**src/hw/tag_round_pkg.sv**
```systemverilog
// Shared types and constants for the tag round command interpreter.
// Assumes a framer that has already decoded and CRC-checked each short command.
package tag_round_pkg;

  // Short command frame, first bit received at the top
  typedef struct packed {
    logic ext;
    logic [5:0] code;
    logic [3:0] arg;
    logic [4:0] crc;
  } frame_t;

  // Reply handed to the encoder; preamble and CRC-16 are added there
  typedef struct packed {
    logic isError;
    logic [3:0] errCode;
    logic suidFlag;
    logic [1:0] flags;
    logic tagType;
    logic battery;
    logic [3:0] signature;
    logic [7:0] idByte;
    logic [127:0] payload;
    logic [7:0] payloadBits;
  } reply_t;

  typedef enum logic [2:0] {
    ST_READY = 3'b000,
    ST_QUIET = 3'b001,
    ST_SELECTED = 3'b010,
    ST_LIVE = 3'b011,
    ST_PAUSED = 3'b100
  } tag_state_t;

  localparam logic [5:0] CODE_ROUND_FILTERED = 6'h01;
  localparam logic [5:0] CODE_SLOT_ADVANCE = 6'h02;
  localparam logic [5:0] CODE_SLOT_CLOSE = 6'h03;
  localparam logic [5:0] CODE_STANDBY = 6'h04;
  localparam logic [5:0] CODE_NEW_ROUND = 6'h05;
  localparam logic [5:0] CODE_RETURN_TO_IDLE = 6'h06;
  localparam logic [5:0] CODE_ROUND_ALL = 6'h0a;

  localparam logic [7:0] FAMILY_ALL = 8'h00;
  localparam logic [3:0] ERR_UNSUPPORTED = 4'h1;
  localparam logic [3:0] SLOT_FIRST = 4'h1;
  localparam logic [7:0] SHORT_UNIQUE_IDENTIFIER_BITS = 8'h28;
  localparam logic [7:0] PAGE_BITS = 8'h20;

  // Register word offsets (byte address = 4 * index)
  localparam logic [3:0] REG_CONFIG = 4'h0;
  localparam logic [3:0] REG_SHORT_UNIQUE_IDENTIFIER_LO = 4'h1;
  localparam logic [3:0] REG_SHORT_UNIQUE_IDENTIFIER_HI = 4'h2;
  localparam logic [3:0] REG_USER0 = 4'h3;
  localparam logic [3:0] REG_USER3 = 4'h6;
  localparam logic [3:0] REG_STATUS = 4'h7;
  localparam logic [3:0] REG_RANDOM = 4'h8;

  localparam logic [31:0] CONFIG_RESET = 32'h0000_0004;
  localparam logic [7:0] LFSR_SEED_SLOT = 8'h5a;
  localparam logic [3:0] LFSR_SEED_SIG = 4'h9;
  localparam logic [15:0] LFSR_SEED_RAND = 16'hace1;

endpackage : tag_round_pkg

```
**src/hw/tag_round_reset_and_start.sv**
```systemverilog
// Command interpreter for return-to-idle, unfiltered round start, slot advance, standby and unsupported commands.
// Assumes frames arrive on core_clk from an on-chip framer; registers sit on an Avalon-MM slave.
//
// Function
// - Return-to-idle frame: extension bit, code 06, four zero reserved bits, 5-bit CRC.
// - Return-to-idle clears all stored parameters, family identifier and slot counter included.
// - Return-to-idle moves every state to ready and sends no reply.
// - Return-to-idle also clears the persistent silenced indication.
// - Code 0A starts a round with family identifier 00, matching every family.
// - Round start frame: extension, code, short-identifier flag, 3-bit round size, CRC.
// - Flag clear reply: flags, type, battery, signature, random byte, memory page.
// - Flag set reply: flags, type, battery, signature, storage format, 40-bit short identifier.
// - A round start received with an error gets no reply.
// - Memory field carries leading user data up to 128 bits, else short identifier.
// - Signature and random byte come from independent generators.
// - Tag-type bit is 0 without battery assistance, 1 with it.
// - Battery bit is 1 when good, 0 when low, always 0 unassisted.
// - Ready tag on round start picks random slot, counter to 1, goes live.
// - Silenced tag ignores round start, stays silent and silenced.
// - Selected tag ignores round start and becomes silenced.
// - Live or paused tag re-picks random slot and reloads counter with 1.
// - Slots run from 1 to round size; random choice stays in range.
// - Selected tag answers unimplemented optional command with error code 1.
// - Tag matching a carried short identifier answers unimplemented command with error 1.
// - All other tags stay silent on unimplemented optional commands.
// - In a round, slot advance increments counter; reply only when it equals slot.
//
// Design decisions made here: the address map and the Avalon-MM slave port.
`timescale 1ns/1ns

module tag_round_reset_and_start
  import tag_round_pkg::*;
(
  input wire logic core_clk,
  input wire logic srst,
  input wire logic frameValid,
  input wire frame_t frame,
  input wire logic frameErr,
  input wire logic frameHasSuid,
  input wire logic [39:0] frameSuid,
  output logic replyValid,
  output reply_t reply,
  input wire logic [3:0] avs_address,
  input wire logic avs_read,
  input wire logic avs_write,
  input wire logic [31:0] avs_writedata,
  output logic [31:0] avs_readdata,
  output logic avs_waitrequest
);

  tag_state_t state_q;
  tag_state_t state_d;
  logic quietMem_q;
  logic [3:0] slotCounter_q;
  logic [3:0] chosenSlot_q;
  logic [3:0] roundSize_q;
  logic suidFlag_q;
  logic answered_q;
  logic [7:0] family_q;
  logic [31:0] config_q;
  logic [39:0] short_unique_identifier_q;
  logic [127:0] user_q;
  logic [7:0] lfsrSlot_q;
  logic [3:0] lfsrSig_q;
  logic [15:0] lfsrRand_q;
  logic ack_q;
  // Signature sent in the last reply, kept so a later acknowledgement can match it
  logic [3:0] sigHeld_q;

  logic frameOk;
  logic isIdle;
  logic isStart;
  logic isAdvance;
  logic isStandby;
  logic isKnown;
  logic isOptional;
  logic sigMatch;
  logic ackedHere;
  logic [3:0] sizeCmd;
  logic [3:0] pickSlot;
  logic [3:0] nextCount;
  logic startTaken;
  logic advanceTaken;
  logic sendRound;
  logic sendError;

  // Config fields
  logic cfgAssisted;
  logic cfgBattGood;
  logic cfgHasMem;
  logic [1:0] cfgPage;
  logic [7:0] cfgFormat;

  assign cfgAssisted = config_q[0];
  assign cfgBattGood = config_q[1];
  assign cfgHasMem = config_q[2];
  assign cfgPage = config_q[4:3];
  assign cfgFormat = config_q[15:8];

  // A set extension bit means a longer frame this block cannot parse, so it is dropped
  assign frameOk = frameValid && !frameErr && !frame.ext;
  assign isIdle = frameOk && frame.code == CODE_RETURN_TO_IDLE;
  assign isStart = frameOk && frame.code == CODE_ROUND_ALL;
  assign isAdvance = frameOk && (frame.code == CODE_SLOT_ADVANCE || frame.code == CODE_SLOT_CLOSE);
  assign isStandby = frameOk && frame.code == CODE_STANDBY;
  assign isKnown = frame.code == CODE_ROUND_FILTERED || frame.code == CODE_SLOT_ADVANCE ||
                   frame.code == CODE_SLOT_CLOSE || frame.code == CODE_STANDBY ||
                   frame.code == CODE_NEW_ROUND || frame.code == CODE_RETURN_TO_IDLE ||
                   frame.code == CODE_ROUND_ALL;
  assign isOptional = frameOk && !isKnown;
  // Close carries reserved bits, not a signature, so it never acknowledges
  assign sigMatch = frame.arg == sigHeld_q;
  assign ackedHere = state_q == ST_LIVE && answered_q && sigMatch;

  // Size 0 would give an empty round; treat it as a single slot
  assign sizeCmd = (frame.arg[2:0] == 3'h0) ? 4'h1 : {1'b0, frame.arg[2:0]};
  assign pickSlot = 4'(lfsrSlot_q % 8'(sizeCmd)) + SLOT_FIRST;
  assign nextCount = slotCounter_q + 4'h1;

  assign startTaken = isStart && (state_q == ST_READY || state_q == ST_LIVE || state_q == ST_PAUSED);
  assign advanceTaken = isAdvance && (state_q == ST_PAUSED || (state_q == ST_LIVE &&
                        !(frame.code == CODE_SLOT_ADVANCE && ackedHere)));
  assign sendRound = (startTaken && pickSlot == SLOT_FIRST) ||
                     (advanceTaken && nextCount == chosenSlot_q);
  assign sendError = isOptional && (state_q == ST_SELECTED ||
                     (frameHasSuid && frameSuid == short_unique_identifier_q));

  always_comb begin
    state_d = state_q;
    if (isIdle) begin
      state_d = ST_READY;
    end else if (isStart) begin
      case (state_q)
        ST_READY: state_d = ST_LIVE;
        ST_QUIET: state_d = ST_QUIET;
        ST_SELECTED: state_d = ST_QUIET;
        ST_LIVE: state_d = ST_LIVE;
        ST_PAUSED: state_d = ST_LIVE;
        default: state_d = ST_READY;
      endcase
    end else if (isAdvance) begin
      case (state_q)
        ST_SELECTED: state_d = ST_QUIET;
        ST_LIVE: state_d = (frame.code == CODE_SLOT_ADVANCE && ackedHere) ? ST_QUIET : ST_LIVE;
        ST_PAUSED: state_d = ST_LIVE;
        default: state_d = state_q;
      endcase
    end else if (isStandby) begin
      case (state_q)
        ST_SELECTED: state_d = ST_QUIET;
        ST_LIVE: state_d = ackedHere ? ST_SELECTED : ST_PAUSED;
        default: state_d = state_q;
      endcase
    end
  end

  always_ff @(posedge core_clk) begin
    if (srst) begin
      state_q <= ST_READY;
    end else begin
      state_q <= state_d;
    end
  end

  // Persistent silenced memory survives until return-to-idle or power loss
  always_ff @(posedge core_clk) begin
    if (srst || isIdle) begin
      quietMem_q <= 1'b0;
    end else if (state_d == ST_QUIET) begin
      quietMem_q <= 1'b1;
    end
  end

  // Round parameters
  always_ff @(posedge core_clk) begin
    if (srst || isIdle) begin
      slotCounter_q <= 4'h0;
      chosenSlot_q <= 4'h0;
      roundSize_q <= 4'h0;
      suidFlag_q <= 1'b0;
      answered_q <= 1'b0;
      family_q <= FAMILY_ALL;
      sigHeld_q <= 4'h0;
    end else if (startTaken) begin
      slotCounter_q <= SLOT_FIRST;
      chosenSlot_q <= pickSlot;
      roundSize_q <= sizeCmd;
      suidFlag_q <= frame.arg[3];
      family_q <= FAMILY_ALL;
      answered_q <= pickSlot == SLOT_FIRST;
      sigHeld_q <= lfsrSig_q;
    end else if (advanceTaken) begin
      // Counter saturates so a long round cannot wrap back onto the chosen slot
      slotCounter_q <= (slotCounter_q == 4'hf) ? slotCounter_q : nextCount;
      answered_q <= nextCount == chosenSlot_q;
      if (nextCount == chosenSlot_q) begin
        sigHeld_q <= lfsrSig_q;
      end
    end
  end

  // Three separate generators keep slot, signature and random byte independent
  always_ff @(posedge core_clk) begin
    if (srst) begin
      lfsrSlot_q <= LFSR_SEED_SLOT;
      lfsrSig_q <= LFSR_SEED_SIG;
      lfsrRand_q <= LFSR_SEED_RAND;
    end else begin
      lfsrSlot_q <= {lfsrSlot_q[6:0], lfsrSlot_q[7] ^ lfsrSlot_q[5] ^ lfsrSlot_q[4] ^ lfsrSlot_q[3]};
      lfsrSig_q <= {lfsrSig_q[2:0], lfsrSig_q[3] ^ lfsrSig_q[2]};
      lfsrRand_q <= {lfsrRand_q[14:0], lfsrRand_q[15] ^ lfsrRand_q[13] ^ lfsrRand_q[12] ^ lfsrRand_q[10]};
    end
  end

  // Reply builder
  logic useSuid;
  assign useSuid = (startTaken ? frame.arg[3] : suidFlag_q);

  always_ff @(posedge core_clk) begin
    if (srst) begin
      replyValid <= 1'b0;
      reply <= '0;
    end else begin
      replyValid <= sendRound || sendError;
      if (sendError) begin
        reply <= '0;
        reply.isError <= 1'b1;
        reply.errCode <= ERR_UNSUPPORTED;
        reply.flags <= 2'b01;
      end else if (sendRound) begin
        reply.isError <= 1'b0;
        reply.errCode <= 4'h0;
        reply.suidFlag <= useSuid;
        reply.flags <= 2'b00;
        reply.tagType <= cfgAssisted;
        reply.battery <= cfgAssisted && cfgBattGood;
        reply.signature <= lfsrSig_q;
        if (useSuid) begin
          reply.idByte <= cfgFormat;
          reply.payload <= {88'h0, short_unique_identifier_q};
          reply.payloadBits <= SHORT_UNIQUE_IDENTIFIER_BITS;
        end else begin
          reply.idByte <= lfsrRand_q[7:0];
          if (cfgHasMem) begin
            reply.payload <= user_q;
            reply.payloadBits <= 8'(PAGE_BITS * ({6'h0, cfgPage} + 8'h1));
          end else begin
            reply.payload <= {88'h0, short_unique_identifier_q};
            reply.payloadBits <= SHORT_UNIQUE_IDENTIFIER_BITS;
          end
        end
      end
    end
  end

  // Avalon slave: one wait cycle, then answer at the edge where waitrequest is low
  always_ff @(posedge core_clk) begin
    if (srst) begin
      ack_q <= 1'b0;
      avs_waitrequest <= 1'b1;
    end else begin
      ack_q <= (avs_read || avs_write) && !ack_q;
      avs_waitrequest <= !((avs_read || avs_write) && !ack_q);
    end
  end

  always_ff @(posedge core_clk) begin
    if (srst) begin
      config_q <= CONFIG_RESET;
      short_unique_identifier_q <= 40'h0;
      user_q <= 128'h0;
    end else if (avs_write && ack_q) begin
      case (avs_address)
        REG_CONFIG: config_q <= {16'h0, avs_writedata[15:0]};
        REG_SHORT_UNIQUE_IDENTIFIER_LO: short_unique_identifier_q[31:0] <= avs_writedata;
        REG_SHORT_UNIQUE_IDENTIFIER_HI: short_unique_identifier_q[39:32] <= avs_writedata[7:0];
        4'h3: user_q[127:96] <= avs_writedata;
        4'h4: user_q[95:64] <= avs_writedata;
        4'h5: user_q[63:32] <= avs_writedata;
        REG_USER3: user_q[31:0] <= avs_writedata;
        default: config_q <= config_q;
      endcase
    end
  end

  always_ff @(posedge core_clk) begin
    if (srst) begin
      avs_readdata <= 32'h0;
    end else if (avs_read && !ack_q) begin
      case (avs_address)
        REG_CONFIG: avs_readdata <= config_q;
        REG_SHORT_UNIQUE_IDENTIFIER_LO: avs_readdata <= short_unique_identifier_q[31:0];
        REG_SHORT_UNIQUE_IDENTIFIER_HI: avs_readdata <= {24'h0, short_unique_identifier_q[39:32]};
        REG_USER0: avs_readdata <= user_q[127:96];
        4'h4: avs_readdata <= user_q[95:64];
        4'h5: avs_readdata <= user_q[63:32];
        REG_USER3: avs_readdata <= user_q[31:0];
        REG_STATUS: avs_readdata <= {family_q, 2'h0, answered_q, suidFlag_q, roundSize_q,
                                     chosenSlot_q, slotCounter_q, 4'h0, quietMem_q, state_q};
        REG_RANDOM: avs_readdata <= {20'h0, lfsrSig_q, lfsrRand_q[7:0]};
        default: avs_readdata <= 32'h0;
      endcase
    end
  end
endmodule : tag_round_reset_and_start

```
**config.mk**
```make
export PLATFORM = sky130hd
export DESIGN_NAME = tag_round_reset_and_start
export DESIGN_NICKNAME = d
export VERILOG_FILES = /design/src/hw/tag_round_pkg.sv /design/src/hw/tag_round_reset_and_start.sv
export SDC_FILE = /design/constraint.sdc
export NUM_CORES = 1
export LEC_CHECK = 0
export BUFFER_PORTS_ARGS = -buffer_cell sky130_fd_sc_hd__buf_2
export CORE_AREA = 3 3 239 241
export CTS_BUF_LIST = sky130_fd_sc_hd__clkbuf_8 sky130_fd_sc_hd__clkbuf_16
export DETAILED_ROUTE_END_ITERATION = 12
export DIE_AREA = 0 0 242 244
export GPL_TIMING_DRIVEN = 0
export SETUP_SLACK_MARGIN = 0.15
export SYNTH_ARGS = -nofsm -noshare
export SYNTH_HDL_FRONTEND = slang
export SYNTH_SLANG_ARGS = --single-unit
```
**constraint.sdc**
```tcl
create_clock -name core_clk -period 17 [get_ports core_clk]
set_input_delay 0.85 -clock core_clk [delete_from_list [all_inputs] [get_ports core_clk]]
set_output_delay 0.85 -clock core_clk [all_outputs]
set_load 0.01 [all_outputs]
```
==> metrics.txt, run 1 <==
input/output buffers approximately 270; Hold Buf Count CTS 0; Pleak 9.79 nW; root buf cell clkbuf_16; cell count of the worst reg-to-reg path 58; CTS clk-pin slew, worst paths 60 ps; synthesized area between 15000 and 20000 sq um; Total Die Area 59000 sq um; GRT Resource Usage Total approximately 26%; DR iter-0 viols between 2000 and 2500; row cnt 86; CTS resizes 0; Final min period between 10000 and 15000 ps; worst path bufs/invs 9; Final Hold Fails 0; ys flop type dfxtp_1; area delta synth->final 20.8%; CP max stage delay roughly 650 ps; CP Data Required Time about 18000 ps; Crit path depth between 50 and 60; R2R setup slack between 3000 and 4000 ps; Horiz. Die Dim approximately 240 um; first-pass GRT wire length 116 mm; clk sinks 416; maximum clock path buffer count 3; Worst Skew about 32 ps; RSZ-0062 raised after global routing no; pwr dens around 110 nW/um^2; dpl hpwl ~64 mm; Finished Layout Cells about 3500; vias per std cell 5.38; Max Cap Viol 0; Num CTS Buffers 45; CP arrival ~15000 ps; final WL a little over 80 mm; asr flop ratio synth 0%; crit-path most repeated cell ha_1; layout filler cell count around 5600; dpl cells around 3400; Die Y 244 um; Worst Max-Slew Pin Slew between 1000 and 1500 ps; synth warn 0; Setup TNS 0 ps; CP top delay family compound AO/OA/AOI/OAI gates; status finished clean; CTS tree done; period utilization just over 80%; Setup Fix Bufs, Post-CTS 0; Crit-path slowest cell a2111oi_0; Worst Path Class, Setup in -> reg; Core Footprint ~55000 sq um; VDD IR max 0.0728 mV; Fmax about 70 MHz; DR vias roughly 19000; Synth Register Bits ~420; via count of the first global-routing pass between 15000 and 20000; H-tree depth 2; routed len/inst 22.8 um; Routability Congestion between 0.9 and 1; Worst Setup SP frame[6]; Final ANT Viol Nets 0; pre-CTS WS ~2700 ps; Cells after Synth ~2400; reg2reg end reply[121]; fraction of layout cells with a size suffix above 1 between 10% and 20%; count of final max-slew check failures 0; Critical Path End reply[121]; Worst Setup End Kind flop; Crit Reg-Reg Startpoint lfsrSlot_q[7]; slew margin rel. about 7.9%; Initial Util 35.0%; Final nets 2861; IO Count a little under 300; Worst-Skew Late Latency about 600 ps; global route overflow 0; Post-synth EDFFs 0; residual DRC count 0; synthesized area per cell roughly 8 sq um; Unique masters post-synth a little under 80; Setup crit start kind input port; pin count of the biggest net entering global routing 15; Detailed Routing Iterations Pass 1 6; Hold Crit Class reg -> reg; Seq/Total Area, Yosys between 40% and 50%; setup violators final 0; initial antenna violation count 3; CP max FO 10; fin worst setup slack between 2000 and 3000 ps
registers in the layout, summed over array words and instances, names as in the netlist, 3 cells and up:
register,flops
reply,148
user_q,128
short_unique_identifier_q,40
avs_readdata,32
config_q,16
lfsrRand_q,16
lfsrSlot_q,8
chosenSlot_q,4
lfsrSig_q,4
sigHeld_q,4
slotCounter_q,4
roundSize_q,3
state_q,3
metrics by stage:
step / cell area (sq um) / hold slack, ps / total power, mW / utilization (%)
detailed placement: 21600 / 402 / 1.45 / 39.3
global placement: 21600 / 393 / 1.43 / 39.2
CTS: 23300 / 417 / 2.53 / 42.3
floorplan: 19300 / 389 / 1.33 / -
finish: 23300 / 411 / 2.53 / 42.3
global route: 23300 / 430 / 2.62 / 42.3
worst reg2reg max path: cells and delay by family (launching register included):
family                     cells  cell delay [ps]
and+or+nand+nor               18             3000
adders and majority gates      8             2420
xor gates and xnor gates       2              480
muxes                          1              240
DFF                            1              340
AOI/OAI and AO/OA             22             5990
buffers and inverters          7             1220
cell type report:
class | instances | area (sq um) | share of cell area [%]
clock inverter | 26 | 375 | 1.61
multi-input combinational | 1791 | 10000 | 43.1
clock buffer | 57 | 1290 | 5.54
tap | 748 | 936 | 4.02
sequential | 416 | 8330 | 35.7
timing repair buffer | 274 | 1370 | 5.90
inverter | 25 | 93.8 | 0.403
antenna | 3 | 7.51 | 0.0322
buffer | 189 | 853 | 3.66
power by group:
group / internal [mW] / switching (mW) / total (mW) / leakage [nW]
combinational: 0.165 / 0.277 / 0.442 / 5.61
sequential: 0.983 / 0.00990 / 0.993 / 3.36
clock: 0.663 / 0.434 / 1.10 / 0.820
total: 1.81 / 0.720 / 2.53 / 9.79
cells in the mapped netlist (all sizes together) (7+ instances only):
master / number / area share [%]
and2: 10 / 0.32
nor2b: 28 / 0.95
nand3: 110 / 2.9
o21ai: 27 / 0.70
or2: 17 / 0.55
a222oi: 17 / 0.88
dfxtp: 416 / 43
nor2: 101 / 2.0
mux2: 16 / 0.95
xor2: 33 / 1.5
inv: 25 / 0.49
buf: 35 / 1.4
nor4: 15 / 0.52
nand2: 724 / 14
a31oi: 18 / 0.58
mux2i: 172 / 8.9
xnor2: 34 / 1.5
a221oi: 11 / 0.53
o21a: 9 / 0.35
or3: 7 / 0.23
a21oi: 248 / 6.4
nand4: 8 / 0.26
nand2b: 12 / 0.39
a21o: 8 / 0.31
ha: 19 / 1.2
a22oi: 59 / 2.4
clkbuf: 154 / 3.0
nor3: 12 / 0.34
a211oi: 10 / 0.44
cell usage in the layout (no fill, tap or decap), types with 11 or more instances in the layout:
master	synthesis	layout
a21oi_1	248	248
a222oi_1	17	17
a22oi_1	58	58
a31oi_1	18	18
buf_2	7	280
buf_4	10	11
buf_6	13	13
clkbuf_1	154	154
clkbuf_16	0	45
clkbuf_8	0	12
dfxtp_1	416	416
ha_1	19	19
inv_1	24	26
mux2_2	15	15
mux2i_1	171	171
nand2_1	724	724
nand2b_1	12	12
nand3_1	110	110
nor2_1	101	101
nor2b_1	27	27
nor3_1	11	11
nor4_1	14	13
o21ai_0	25	25
or2_2	16	16
xnor2_1	34	34
xor2_1	33	33
logic make-up after synthesis:
logic type / after synthesis / synth area share [%]
compound gates: 451 / 14.6
xor+xnor: 67 / 3.04
fa+ha+maj: 20 / 1.34
buf+inv: 214 / 4.91
flops: 416 / 43.2
mux: 188 / 9.90
other cells: 1 / 0.0194
simple gates: 1057 / 23.0
metal layers:
layer / track usage, % / share of wire [%]
met5: 0 / 0.016
met4: 8.70 / 3.2
met3: 5.10 / 9.2
met2: 39.5 / 43
met1: 36.8 / 45
how the worst min path moves through the flow:
stage	start	to	slack [ps]	cells past startpoint
CTS	lfsrRand_q[9]	lfsrRand_q[10]	420	1
finish	lfsrRand_q[9]	lfsrRand_q[10]	410	1
global route	lfsrRand_q[9]	lfsrRand_q[10]	430	1
detailed placement	lfsrRand_q[14]	lfsrRand_q[15]	400	1
floorplan	lfsrRand_q[9]	lfsrRand_q[10]	390	1
global placement	lfsrRand_q[14]	lfsrRand_q[15]	390	1
(Power assumes the default switching activity.)
==> run 2, diff against run 1 <==
- ABC_AREA: not set -> 1
- CORE_AREA: 3 3 239 241 -> 3 3 238 240
- DIE_AREA: 0 0 242 244 -> 0 0 241 243
- clock period: 17 -> 11.43 ns (I/O delays scaled with it)
==> run 2 against run 1 <==
  * Total power grew 48%
  * Global-route usage is 0.85 points higher
  * Sequential share of layout area up 0.58 points
  * Synthesized cell count is 9.1% higher
  * Critical path depth up 9
  * Die area is 0.82% lower
  * Sequential cell count is the same
  * Final cell count rose by 5.0%
  * Hold slack got worse by 96 ps
  * Clock-buffer cell count grew 2
  * Core utilization fell by 0.52 points
  * Largest cell class unchanged
  * Largest power group unchanged
==> metrics.txt, run 2 <==
status finished clean; Final min period 10050 ps; Horiz. Die Dim 241 um (-0.41%); Die Y 243 um (-0.41%); vias per std cell 5.43 (+0.99%); Seq/Total Area, Yosys 43.7% (+0.47 points); Worst Setup End Kind flop; Hold Crit Class in -> reg; Worst Max-Slew Pin Slew 1370 ps (-2.37 ps); CTS tree done; root buf cell clkbuf_16; CTS resizes 0 (unchanged); synthesized area per cell 7.25 sq um (-9.3%); Synth Register Bits 416 (unchanged); most frequent cell after synthesis nand2_1; GRT Resource Usage Total 26.8% (+0.85 points); synth warn 0 (unchanged); clk sinks 416 (unchanged); Routability Congestion 0.967 (-2.4%); dominant cell type by area after synthesis dfxtp_1; Setup crit start kind input port; period utilization roughly 88%; CP max stage delay 390 ps (-260 ps); pwr dens 163 nW/um^2 (+50%); maximum clock path buffer count 3 (unchanged); Hold Buf Count CTS 0 (unchanged); dpl hpwl 63.0 mm (-1.9%); global route overflow 0 (unchanged); largest registers reply: 148 flops, user_q: 128 flops, short_unique_identifier_q: 40 flops; H-tree depth 2 (unchanged); final WL 81.9 mm (+1.7%); Crit Reg-Reg Startpoint lfsrSlot_q[7]; Initial Util 34.8% (-0.24 points); top cells by area, synth dfxtp_1, a21oi_1, nand2_1; first-pass GRT wire length 118 mm (+1.6%); Detailed Routing Iterations Pass 1 6 (unchanged); CTS clk-pin slew, worst paths 60 ps (about the same); residual DRC count 0 (unchanged); Final Hold Fails 0 (unchanged); Pleak 9.07 nW (-7.3%); routed len/inst 22.1 um (-3.2%); row cnt 86 (unchanged); R2R setup slack 1460 ps (-1800 ps); Hold Path Origin avs_writedata[25]; Total Die Area 58600 sq um (-0.82%); cell count of the worst reg-to-reg path 67 (+16%); area delta synth->final 20.2%; max reg flops 148 (unchanged); post-synth top area share 43.7% (+0.47 points); Crit-path slowest cell inv_1; top post-synthesis cells by count nand2_1, dfxtp_1, a21oi_1; slew margin rel. 8.88% (+1.0 points); Top reg by flops reply; ys flop type dfxtp_1; Worst Skew 27.0 ps (-5.44 ps); Unique masters post-synth 51 (-35%); asr flop ratio synth 0% (unchanged); RSZ-0062 raised after global routing no; Worst-Skew Late Latency 600 ps (about the same); Setup TNS 0 ps (unchanged); crit-path most repeated cell nand2_1; DR iter-0 viols 2328 (+11%); Final ANT Viol Nets 0 (unchanged); Worst Hold End user_q[25]; Pwr Total 3.74 mW (+48%); CP arrival 10560 ps (-4030 ps); input/output buffers 276 (+1.1%); Fmax between 90 and 100 MHz; pin count of the biggest net entering global routing 13 (-2); commonest non-fill, non-tap cell in the layout nand2_1; DR vias 20100 (+6.1%); synthesized area 19100 sq um (-1.1%); setup violators final 0 (unchanged); Cells after Synth 2633 (+9.1%); IO Count 291 (unchanged); Max Cap Viol 0 (unchanged); Setup Fix Bufs, Post-CTS 0 (unchanged); fraction of layout cells with a size suffix above 1 14.8% (-0.78 points); CP max FO 11 (+1); initial antenna violation count 7 (+4); Final nets 3084 (+7.8%); via count of the first global-routing pass 18300 (+1.7%); most frequent cells in the layout nand2_1, dfxtp_1, a21oi_1; VDD IR max 0.100 mV (+37%); Worst Path Class, Setup in -> reg; Core Footprint 54900 sq um (-0.39%); Post-synth EDFFs 0 (unchanged); count of final max-slew check failures 0 (unchanged); Num CTS Buffers 47 (+4.4%); reg2reg end reply[30]; CP Data Required Time 11940 ps (-5580 ps); WHS Path Cells 3 (+2)
run 2: changes by cell type after synthesis, sizes merged, moves of 58 or more:
cell	before	now
a21oi	248	394
inv	25	303
o22ai	1	70
mux2i	172	0
nand3	110	205
a22oi	59	1
o21ai	27	272
nor3	12	97
nand2	724	448
run 2: area by class of cell:
type / instances / area, sq um
Clock buffer: 59 / 1340
Fill cell: 5893 / 32000
Multi-Input combinational cell: 1727 / 8780
Inverter: 309 / 1160
Antenna cell: 3 / 7.51
Clock inverter: 24 / 209
Sequential cell: 416 / 8330
Timing Repair Buffer: 276 / 1380
Tap cell: 704 / 881
Buffer: 188 / 843
run 2: cell families (layout without fill, tap and decap cells):
group	Yosys count	after routing	share of synthesized area, %
other	1	11	0.0197
AND/OR/NAND/NOR	863	863	20.2
adder cells (fa/ha/maj)	20	20	1.35
AO/OA/AOI/OAI	803	803	22.8
XOR/XNOR	33	33	1.52
buffers and inverters	497	856	10.5
flip-flops	416	416	43.7
run 2: report_power, final:
group          internal (mW)  leakage [nW]  switching [mW]  total, mW
Clock                  0.893         0.810           0.634       1.53
Sequential              1.46          3.36         0.00986       1.47
Combinational          0.230          4.90           0.508      0.739
Total                   2.59          9.07            1.15       3.74
run 2: worst max-delay path by stage:
stage / start / to / slack [ps] / depth (start not counted)
floorplan: frame[6] / reply[35] / 2530 / 67
global placement: frame[6] / reply[29] / 740 / 68
CTS: frame[6] / reply[15] / 1250 / 68
detailed placement: frame[6] / reply[15] / 690 / 68
global route: frame[6] / reply[29] / 230 / 68
finish: frame[6] / reply[30] / 1380 / 68
run 2: layer usage:
layer	routed length, um	track usage, %	share of wire, %
met4	3830	10.9	4.7
met2	34400	39.8	42
met3	8020	6.17	9.8
met1	35500	37.5	43
met5	58	0	0.071
run 2: critical path, delay by kind of cell:
family / cells / cell delay (ps)
fa+ha+maj: 8 / 2440
simple gates: 39 / 3990
buf+inv: 11 / 1350
compound gates: 10 / 2150
run 2: stage by stage:
| stage | hold slack [ps] | cells | util (%) | worst slack [ps] | cell area, sq um |
|---|---|---|---|---|---|
| floorplan | 388 | 2640 | - | 2530 | 19100 |
| global placement | 392 | 3620 | 38.9 | 740 | 21400 |
| global route | 307 | 3704 | 41.8 | 231 | 22900 |
| finish | 315 | 3706 | 41.8 | 1380 | 22900 |
| CTS | 296 | 3703 | 41.8 | 1250 | 22900 |
| detailed placement | 393 | 3620 | 38.9 | 692 | 21400 |
